==> src/verilog/psia_params.svh <==
// Constants of the PHY status, identifier and advertisement register bank.
// Assumes inclusion by bare name from the package and design files.
`ifndef PSIA_PARAMS_SVH
`define PSIA_PARAMS_SVH

// Register indices; byte address is four times the index
`define PSIA_IDX_STATUS   6'h01
`define PSIA_IDX_ID_HIGH  6'h02
`define PSIA_IDX_ID_LOW   6'h03
`define PSIA_IDX_ADVERT   6'h04

// Status register field positions
`define PSIA_ST_T4        15
`define PSIA_ST_CAP_HI    14
`define PSIA_ST_CAP_LO    11
`define PSIA_ST_PREAMBLE  6
`define PSIA_ST_AN_DONE   5
`define PSIA_ST_RFAULT    4
`define PSIA_ST_AN_ABLE   3
`define PSIA_ST_LINK      2
`define PSIA_ST_JABBER    1
`define PSIA_ST_EXT       0

// Advertisement register field positions
`define PSIA_ADV_NP       15
`define PSIA_ADV_ACK      14
`define PSIA_ADV_RF       13
`define PSIA_ADV_PAUSE    10
`define PSIA_ADV_T4       9
`define PSIA_ADV_ABIL_HI  8
`define PSIA_ADV_ABIL_LO  5
`define PSIA_ADV_SEL_HI   4
`define PSIA_ADV_SEL_LO   0

// Fixed and reset values
`define PSIA_ST_CAPS_VAL  4'hF
`define PSIA_ADV_ABIL_RST 4'hF
`define PSIA_ADV_SEL_RST  5'h01
`define PSIA_ADV_RF_RST   1'h0
`define PSIA_ADV_PS_RST   1'h0

`endif

==> src/verilog/psia_sync_unused_guard.sv <==
// Empty file guard not needed.
==> src/verilog/psia_pkg.sv <==
// Types of the PHY status, identifier and advertisement register bank.
// Assumes the constants header is on the include path.
`include "psia_params.svh"

package psia_pkg;

  // Register selected by an address
  typedef enum logic [2:0] {
    psia_reg_none    = 3'b000,
    psia_reg_status  = 3'b001,
    psia_reg_id_high = 3'b010,
    psia_reg_id_low  = 3'b011,
    psia_reg_advert  = 3'b100
  } psia_reg_t;

  // State of the bank top
  typedef struct packed {
    logic [15:0] rdata;
    logic        slverr;
    logic        rd_status;
    logic        adv_rf;
    logic        adv_pause;
    logic [3:0]  adv_ability;
    logic [4:0]  adv_sel;
  } psia_state_t;

endpackage

==> src/verilog/psia_latch.sv <==
// Latching flag for one condition: latch-high, or latch-low if ACTIVE_LOW.
// Assumes live is synchronous to pclk; clr is a one-cycle read pulse.
`timescale 1ns/1ps
`default_nettype none

module psia_latch #(
  parameter logic ACTIVE_LOW = 1'b0
) (
  // Clock and reset
  input  wire logic pclk,
  input  wire logic presetn,
  // Condition and clear
  input  wire logic live,
  input  wire logic clr,
  // Value as read
  output logic      value
);

  typedef struct packed {
    logic flag;
  } psia_latch_state_t;

  psia_latch_state_t st;
  psia_latch_state_t next_st;

  // Event sets the flag; set wins over clear
  always_comb begin
    next_st      = st;
    next_st.flag = (live ^ ACTIVE_LOW) | (st.flag & ~clr);
  end

  // Flag loads ACTIVE_LOW at reset so both kinds read 0
  always_ff @(posedge pclk or negedge presetn) begin
    if (!presetn) begin
      st <= '{flag: ACTIVE_LOW};
    end else begin
      st <= next_st;
    end
  end

  assign value = st.flag ^ ACTIVE_LOW;

endmodule

`default_nettype wire

==> src/verilog/psia_regs.sv <==
// APB register bank: link status and capability, identifiers, advertisement.
// Assumes live PHY conditions arrive asynchronously; APB master on pclk.
`timescale 1ns/1ps
`default_nettype none
`include "psia_params.svh"

module psia_regs #(
  parameter logic [15:0] ORG_IDENT_UPPER = 16'h1234, // Arbitrary value
  parameter logic [5:0]  ORG_IDENT_LOWER = 6'h15,    // Arbitrary value
  parameter logic [5:0]  MODEL_NUMBER    = 6'h2A,    // Arbitrary value
  parameter logic [3:0]  REVISION_NUMBER = 4'h5      // Arbitrary value
) (
  // Clock and reset
  input  wire logic        pclk,
  input  wire logic        presetn,
  // APB slave
  input  wire logic        psel,
  input  wire logic        penable,
  input  wire logic        pwrite,
  input  wire logic [7:0]  paddr,
  input  wire logic [31:0] pwdata,
  input  wire logic [3:0]  pstrb,
  output logic      [31:0] prdata,
  output logic             pready,
  output logic             pslverr,
  // Live PHY conditions
  input  wire logic        autoneg_done,
  input  wire logic        remote_fault_live,
  input  wire logic        link_valid,
  input  wire logic        jabber_live,
  input  wire logic        partner_ack,
  // Advertised abilities to the negotiation engine
  output logic             remote_fault_advert,
  output logic             pause_advert,
  output logic             fast_full_duplex_advert,
  output logic             fast_half_duplex_advert,
  output logic             slow_full_duplex_advert,
  output logic             slow_half_duplex_advert,
  output logic      [4:0]  advert_selector
);

  psia_pkg::psia_state_t st;
  psia_pkg::psia_state_t next_st;

  logic [4:0]  live_sync;
  logic        an_done_s;
  logic        rf_live_s;
  logic        link_live_s;
  logic        jab_live_s;
  logic        ack_s;
  logic        rf_val;
  logic        link_val;
  logic        jab_val;
  logic        setup_ph;
  logic        access_ph;
  logic        rd_done;
  logic        wr_adv;
  logic        rf_clr;
  logic        link_clr;
  logic        jab_clr;
  logic [15:0] status_word;
  logic [15:0] advert_word;
  psia_pkg::psia_reg_t sel_reg;

  // Address to register; only aligned words hit
  function automatic psia_pkg::psia_reg_t decode(input logic [7:0] addr);
    if (addr[1:0] != 2'b00) begin
      decode = psia_pkg::psia_reg_none;
    end else if (addr[7:2] == `PSIA_IDX_STATUS) begin
      decode = psia_pkg::psia_reg_status;
    end else if (addr[7:2] == `PSIA_IDX_ID_HIGH) begin
      decode = psia_pkg::psia_reg_id_high;
    end else if (addr[7:2] == `PSIA_IDX_ID_LOW) begin
      decode = psia_pkg::psia_reg_id_low;
    end else if (addr[7:2] == `PSIA_IDX_ADVERT) begin
      decode = psia_pkg::psia_reg_advert;
    end else begin
      decode = psia_pkg::psia_reg_none;
    end
  endfunction

  // Live conditions cross into pclk
  psia_sync #(
    .W (5)
  ) u_sync (
    .pclk    (pclk),
    .presetn (presetn),
    .din     ({partner_ack, jabber_live, link_valid, remote_fault_live, autoneg_done}),
    .dout    (live_sync)
  );

  assign an_done_s   = live_sync[0];
  assign rf_live_s   = live_sync[1];
  assign link_live_s = live_sync[2];
  assign jab_live_s  = live_sync[3];
  assign ack_s       = live_sync[4];

  // Bus phases; zero wait states
  assign setup_ph  = psel & ~penable;
  assign access_ph = psel & penable;
  assign sel_reg   = decode(paddr);
  assign rd_done   = access_ph & ~pwrite & st.rd_status;
  assign wr_adv    = access_ph & pwrite & (sel_reg == psia_pkg::psia_reg_advert);

  // Clear only what the completing read reported; a new event wins
  assign rf_clr   = rd_done & st.rdata[`PSIA_ST_RFAULT];
  assign jab_clr  = rd_done & st.rdata[`PSIA_ST_JABBER];
  assign link_clr = rd_done & ~st.rdata[`PSIA_ST_LINK];

  // Remote fault, latched high
  psia_latch #(
    .ACTIVE_LOW (1'b0)
  ) u_rf_latch (
    .pclk    (pclk),
    .presetn (presetn),
    .live    (rf_live_s),
    .clr     (rf_clr),
    .value   (rf_val)
  );

  // Link, latched low
  psia_latch #(
    .ACTIVE_LOW (1'b1)
  ) u_link_latch (
    .pclk    (pclk),
    .presetn (presetn),
    .live    (link_live_s),
    .clr     (link_clr),
    .value   (link_val)
  );

  // Jabber, latched high
  psia_latch #(
    .ACTIVE_LOW (1'b0)
  ) u_jab_latch (
    .pclk    (pclk),
    .presetn (presetn),
    .live    (jab_live_s),
    .clr     (jab_clr),
    .value   (jab_val)
  );

  // Status word as read
  always_comb begin
    status_word                                   = 16'h0000;
    status_word[`PSIA_ST_T4]                      = 1'b0;
    status_word[`PSIA_ST_CAP_HI:`PSIA_ST_CAP_LO]  = `PSIA_ST_CAPS_VAL;
    status_word[`PSIA_ST_PREAMBLE]                = 1'b0;
    status_word[`PSIA_ST_AN_DONE]                 = an_done_s;
    status_word[`PSIA_ST_RFAULT]                  = rf_val;
    status_word[`PSIA_ST_AN_ABLE]                 = 1'b1;
    status_word[`PSIA_ST_LINK]                    = link_val;
    status_word[`PSIA_ST_JABBER]                  = jab_val;
    status_word[`PSIA_ST_EXT]                     = 1'b1;
  end

  // Advertisement word as read
  always_comb begin
    advert_word                                       = 16'h0000;
    advert_word[`PSIA_ADV_NP]                         = 1'b0;
    advert_word[`PSIA_ADV_ACK]                        = ack_s;
    advert_word[`PSIA_ADV_RF]                         = st.adv_rf;
    advert_word[`PSIA_ADV_PAUSE]                      = st.adv_pause;
    advert_word[`PSIA_ADV_T4]                         = 1'b0;
    advert_word[`PSIA_ADV_ABIL_HI:`PSIA_ADV_ABIL_LO]  = st.adv_ability;
    advert_word[`PSIA_ADV_SEL_HI:`PSIA_ADV_SEL_LO]    = st.adv_sel;
  end

  // Next state: capture on setup, write on access
  always_comb begin
    next_st = st;
    if (setup_ph) begin
      next_st.slverr    = (sel_reg == psia_pkg::psia_reg_none);
      next_st.rd_status = ~pwrite & (sel_reg == psia_pkg::psia_reg_status);
      next_st.rdata     = 16'h0000;
      if (!pwrite) begin
        if (sel_reg == psia_pkg::psia_reg_status) begin
          next_st.rdata = status_word;
        end else if (sel_reg == psia_pkg::psia_reg_id_high) begin
          next_st.rdata = ORG_IDENT_UPPER;
        end else if (sel_reg == psia_pkg::psia_reg_id_low) begin
          next_st.rdata = {ORG_IDENT_LOWER, MODEL_NUMBER, REVISION_NUMBER};
        end else if (sel_reg == psia_pkg::psia_reg_advert) begin
          next_st.rdata = advert_word;
        end
      end
    end else if (access_ph) begin
      next_st.rd_status = 1'b0;
    end
    // Writes reach only the writable advertisement fields
    if (wr_adv && pstrb[1]) begin
      next_st.adv_rf         = pwdata[`PSIA_ADV_RF];
      next_st.adv_pause      = pwdata[`PSIA_ADV_PAUSE];
      next_st.adv_ability[3] = pwdata[`PSIA_ADV_ABIL_HI];
    end
    if (wr_adv && pstrb[0]) begin
      next_st.adv_ability[2:0] = pwdata[`PSIA_ADV_ABIL_HI-1:`PSIA_ADV_ABIL_LO];
      next_st.adv_sel          = pwdata[`PSIA_ADV_SEL_HI:`PSIA_ADV_SEL_LO];
    end
  end

  // State register; fixed fields never stored
  always_ff @(posedge pclk or negedge presetn) begin
    if (!presetn) begin
      st <= '{rdata:       16'h0000,
              slverr:      1'b0,
              rd_status:   1'b0,
              adv_rf:      `PSIA_ADV_RF_RST,
              adv_pause:   `PSIA_ADV_PS_RST,
              adv_ability: `PSIA_ADV_ABIL_RST,
              adv_sel:     `PSIA_ADV_SEL_RST};
    end else begin
      st <= next_st;
    end
  end

  // Outputs
  assign prdata                  = {16'h0000, st.rdata};
  assign pready                  = 1'b1;
  assign pslverr                 = st.slverr;
  assign remote_fault_advert     = st.adv_rf;
  assign pause_advert            = st.adv_pause;
  assign fast_full_duplex_advert = st.adv_ability[3];
  assign fast_half_duplex_advert = st.adv_ability[2];
  assign slow_full_duplex_advert = st.adv_ability[1];
  assign slow_half_duplex_advert = st.adv_ability[0];
  assign advert_selector         = st.adv_sel;
endmodule

`default_nettype wire

==> src/verilog/psia_sync.sv <==
// Two-stage synchroniser for a group of level inputs.
// Assumes inputs may come from any domain; resets to zero.
`timescale 1ns/1ps
`default_nettype none

module psia_sync #(
  parameter int W = 4
) (
  // Clock and reset
  input  wire logic         pclk,
  input  wire logic         presetn,
  // Levels
  input  wire logic [W-1:0] din,
  output logic      [W-1:0] dout
);

  typedef struct packed {
    logic [W-1:0] meta;
    logic [W-1:0] stable;
  } psia_sync_state_t;

  psia_sync_state_t st;
  psia_sync_state_t next_st;

  // First stage feeds only the second
  always_comb begin
    next_st        = st;
    next_st.meta   = din;
    next_st.stable = st.meta;
  end

  // State register
  always_ff @(posedge pclk or negedge presetn) begin
    if (!presetn) begin
      st <= '0;
    end else begin
      st <= next_st;
    end
  end

  assign dout = st.stable;

endmodule

`default_nettype wire

==> config.mk <==
export PLATFORM = sky130hd
export DESIGN_NAME = psia_regs
export DESIGN_NICKNAME = d
export VERILOG_FILES = /design/src/verilog/psia_sync_unused_guard.sv /design/src/verilog/psia_pkg.sv /design/src/verilog/psia_latch.sv /design/src/verilog/psia_regs.sv /design/src/verilog/psia_sync.sv
export VERILOG_INCLUDE_DIRS = /design/src /design/src/verilog
export SDC_FILE = /design/constraint.sdc
export NUM_CORES = 1
export LEC_CHECK = 0
export ABC_AREA = 1
export BUFFER_PORTS_ARGS = -buffer_cell sky130_fd_sc_hd__buf_4
export CAP_MARGIN = 20
export CORE_ASPECT_RATIO = 1.1
export CORE_MARGIN = 2
export CORE_UTILIZATION = 41
export CTS_CLUSTER_DIAMETER = 50
export DETAILED_ROUTE_END_ITERATION = 7
export GPL_TIMING_DRIVEN = 0
export PLACE_DENSITY = 0.83
export SETUP_SLACK_MARGIN = 0.02
export SYNTH_ARGS = -nofsm -noshare
export SYNTH_HDL_FRONTEND = slang
export SYNTH_HIERARCHICAL = 1
export SYNTH_SLANG_ARGS = --single-unit
==> constraint.sdc <==
create_clock -name pclk -period 0.9 [get_ports pclk]
set_input_delay 0.09 -clock pclk [delete_from_list [all_inputs] [get_ports pclk]]
set_output_delay 0.09 -clock pclk [all_outputs]
set_load 0.01 [all_outputs]
==> out/qor.csv <==
stage,metric,value,unit
outcome,status,"finished, violations left",
outcome,violations,negative setup slack,
sta,final_hold_viol_count,0,
place,dp.cells,369,
sta,fin_crit_sh,123,%
finish,n_antenna_cell,0,
worst_setup_path,crit_buf_inv,2,
yosys,ys_seq_elements,41,
finish,fin_area,0.00326,mm²
hold_path,min-delay-start,pwdata[5],
finish,post_layout_nonfiller_instances,402,
clock_network,cts_root_buf,clkbuf_8,
worst_setup_path,worstReg2RegEnd,prdata[0]$_DFFE_PN0P_,
clock_network,path_clk_slew,0.08,ns
power_and_ir_drop,p_leak,1.80,nW
sta,hold_ws,0.000821,ns
yosys,ys_seq_area_share,50.3,%
power_and_ir_drop,p_comb_share,12.0,%
route,drtPass1Iterations,4,
worst_setup_path,cpLargestDelayFamily,flip-flops,
worst_setup_path,r2r_slack,-0.06,ns
clock_network,cts_tree,built,
finish,fin_util,66.1,%
clock_network,cts_sinks,41,
clock_network,cts_buffers,5,
route,route.vias.total,1790,
worst_setup_path,slowest_delay,0.54,ns
finish,syn_to_final_growth,58.7,%
finish,final_common_cell,buf_4,
yosys,ys_warn_count,6,
floorplanning,die-area,0.00559,mm²
floorplanning,die_y,78.2,µm
global_route,overflow,0,
global_route,grt_pass1_vias,1695,
worst_setup_path,crit_required,0.81,ns
sta,clock_skew,0.00369,ns
floorplanning,coreArea,0.00493,mm²
worst_setup_path,cp.depth,2,
clock_network,worst_skew_pair.late_latency,0.30,ns
power_and_ir_drop,p_int,0.00302,W
finish,nFillCells,393,
power_and_ir_drop,netSwitchingFraction,23.0,%
worst_setup_path,crit_arrival,1.01,ns
worst_setup_path,path_class,reg -> out,
power_and_ir_drop,share_seq_of_total_power,48.3,%
floorplanning,rows,27,
global_route,grt_usage,17.4,%
route,antenna_left,0,
sta,grt_setup_unrepaired,true,
place,dpl_cell_area,0.00264,mm²
worst_setup_path,crit_fanout,2,
worst_setup_path,crit_chain,buf_6 -> buf_6,
route,drt_wl_total,5120,µm
power_and_ir_drop,p_sw,0.000903,W
yosys,netlist_instances,238,
route,drc,0,
worst_setup_path,crit_path_end_kind,output port,
worst_setup_path,cp_common_cell,buf_6,
sta,slew_headroom,66.4,%
hold_path,whs_path_depth,3,
place,hpwlAfterDp,3270,µm
floorplanning,die_w,71.5,µm
global_route,grt_max_degree,42,
route,drtIter0Drc,123,
sta,worst_pin_slew,0.504,ns
worst_setup_path,crit_slowest_cell,dfstp_2,
clock_network,htree_levels,2,
worst_setup_path,crit-reg2reg-launch,advert_selector[0]$_DFFE_PN1P_,
sta,layout_setup_ws,-0.203,ns
route,detail_route.vias_per_cell,4.45,
place,io_buffers,57,
finish,finalNetCount,397,
power_and_ir_drop,powerDensity,1200,mW/mm²
floorplanning,ioPinCount,99,
power_and_ir_drop,ir_drop,0.000879,V
power_and_ir_drop,power,0.00392,W
hold_path,min_path_type,in -> reg,
place,gp_congestion,0.860,
yosys,netlist_area,0.00205,mm²
sta,maxSlewViolCount,0,
yosys,avgSynthCellArea,8.63,µm²
worst_setup_path,cp-endpoint,advert_selector[0],
floorplanning,start_util,41.7,%
job,cap_violations,0,
worst_setup_path,start_kind,register,
power_and_ir_drop,clock_power_share,39.7,%
finish,layout-drive-gt1-share,50.3,%
yosys,netlist-cell-type-count,21,
global_route,antenna_found_initial,0,
sta,min_period,1.10,ns
global_route,grt_pass1_wl,7580,µm
worst_setup_path,crit_start,advert_selector[0]$_DFFE_PN1P_,
clock_network,clock_path_buffers,2,
sta,setup_viol,35,
worst_setup_path,ff2ff_path_depth,5,
finish,final_cell_mix,"buf_4 (68), nand2_1 (61), buf_6 (44), dfrtp_1 (35), inv_1 (21)",
sta,max_freq,0.906,GHz
route,routedWlPerCell,12.7,µm
## kinds of logic after synthesis
logic type,synth area share (%)
buffers and inverters,20.6
AND/OR/NAND/NOR,23.9
flip-flops,50.3
other,0.366
AO/OA/AOI/OAI,4.87
## worst min-delay path by stage
stage / to / slack, ns
floorplan: advert_selector[1]$_DFFE_PN0P_ / -0.21
global placement: prdata[5]$_DFFE_PN0P_ / 0.09
detailed placement: prdata[2]$_DFFE_PN0P_ / 0.1
CTS: fast_half_duplex_advert$_DFFE_PN1P_ / 0.002
global route: advert_selector[0]$_DFFE_PN1P_ / 0.01
finish: slow_half_duplex_advert$_DFFE_PN1P_ / 0.0008
## final cells by class
| class | instances | area, µm² | share of cell area (%) |
|---|---|---|---|
| plain buffers | 28 | 236 | 7.25 |
| clock buffers | 6 | 82.6 | 2.53 |
| clock inverters | 2 | 37.5 | 1.15 |
| inverters | 28 | 108 | 3.30 |
| multi-input cells | 142 | 777 | 23.8 |
| flip-flops and latches | 41 | 1030 | 31.7 |
| well taps | 58 | 72.6 | 2.23 |
| repair buffers | 97 | 913 | 28.0 |
## tightest hold or removal path, cell delays in order
cell and delay [ns]:
buf_4 0.10, inv_1 0.06, o21ai_2 0.05
## layer usage
layer  global-route usage [%]  vias to the layer above  wire length, µm
li1                         -                      876                -
met1                     21.5                      831             2070
met2                     29.3                       76             2650
met3                     3.59                        7              316
met4                     7.17                        0               89
met5                        0                        -                0
## timing repair
item	CTS	global route
pin swaps	2	16
setup buffers	24	8
hold buffers	7	0
hold endpoints to repair	41	0
resized for setup	40	36
setup endpoints to repair	41	51
cloned	0	1
## cell usage after synthesis
library cell  number  share of area, %
buf_2              2              0.49
buf_4             39                14
buf_6              1              0.55
clkbuf_1           1              0.18
clkinv_1           2              0.37
conb_1             2              0.37
dfrtp_1           35                43
dfstp_2            6               7.7
inv_1             23               4.2
inv_2              3              0.55
nand2_1           72                13
nand2_2            1              0.30
nand3_1           16               3.9
nand3_4            1              0.85
nand4_1            3              0.91
nor2_1            13               2.4
nor2_2             2              0.61
nor2_8             1              0.97
nor3_4             1              0.79
o21ai_1            6               1.5
o21ai_2            8               3.4
## per-stage QoR
stage | setup slack [ns] | setup TNS, ns
floorplan | 0.0208 | 0
finish | -0.203 | -1.75
CTS | -0.214 | -1.75
global route | -0.229 | -2.91
global placement | -0.260 | -5.64
detailed placement | -0.317 | -7.10
## registers in the layout (all words and copies together), names as in the netlist, 5 cells and up
name / cells
u_sync/dout: 5
prdata: 15
u_sync/next_st: 5
advert_selector: 5
## power by group through the flow
stage	sequential (W)	combinational (W)	clock, W
6_report	0.00189	0.000471	0.00156
5_1_grt	0.00190	0.000511	0.00163
4_1_cts	0.00189	0.000432	0.00156
3_5_place_dp	0.00193	0.000380	0
3_3_place_gp	0.00193	0.000371	0
2_1_floorplan	0.00193	0.000189	0
(Power assumes the default switching activity.)
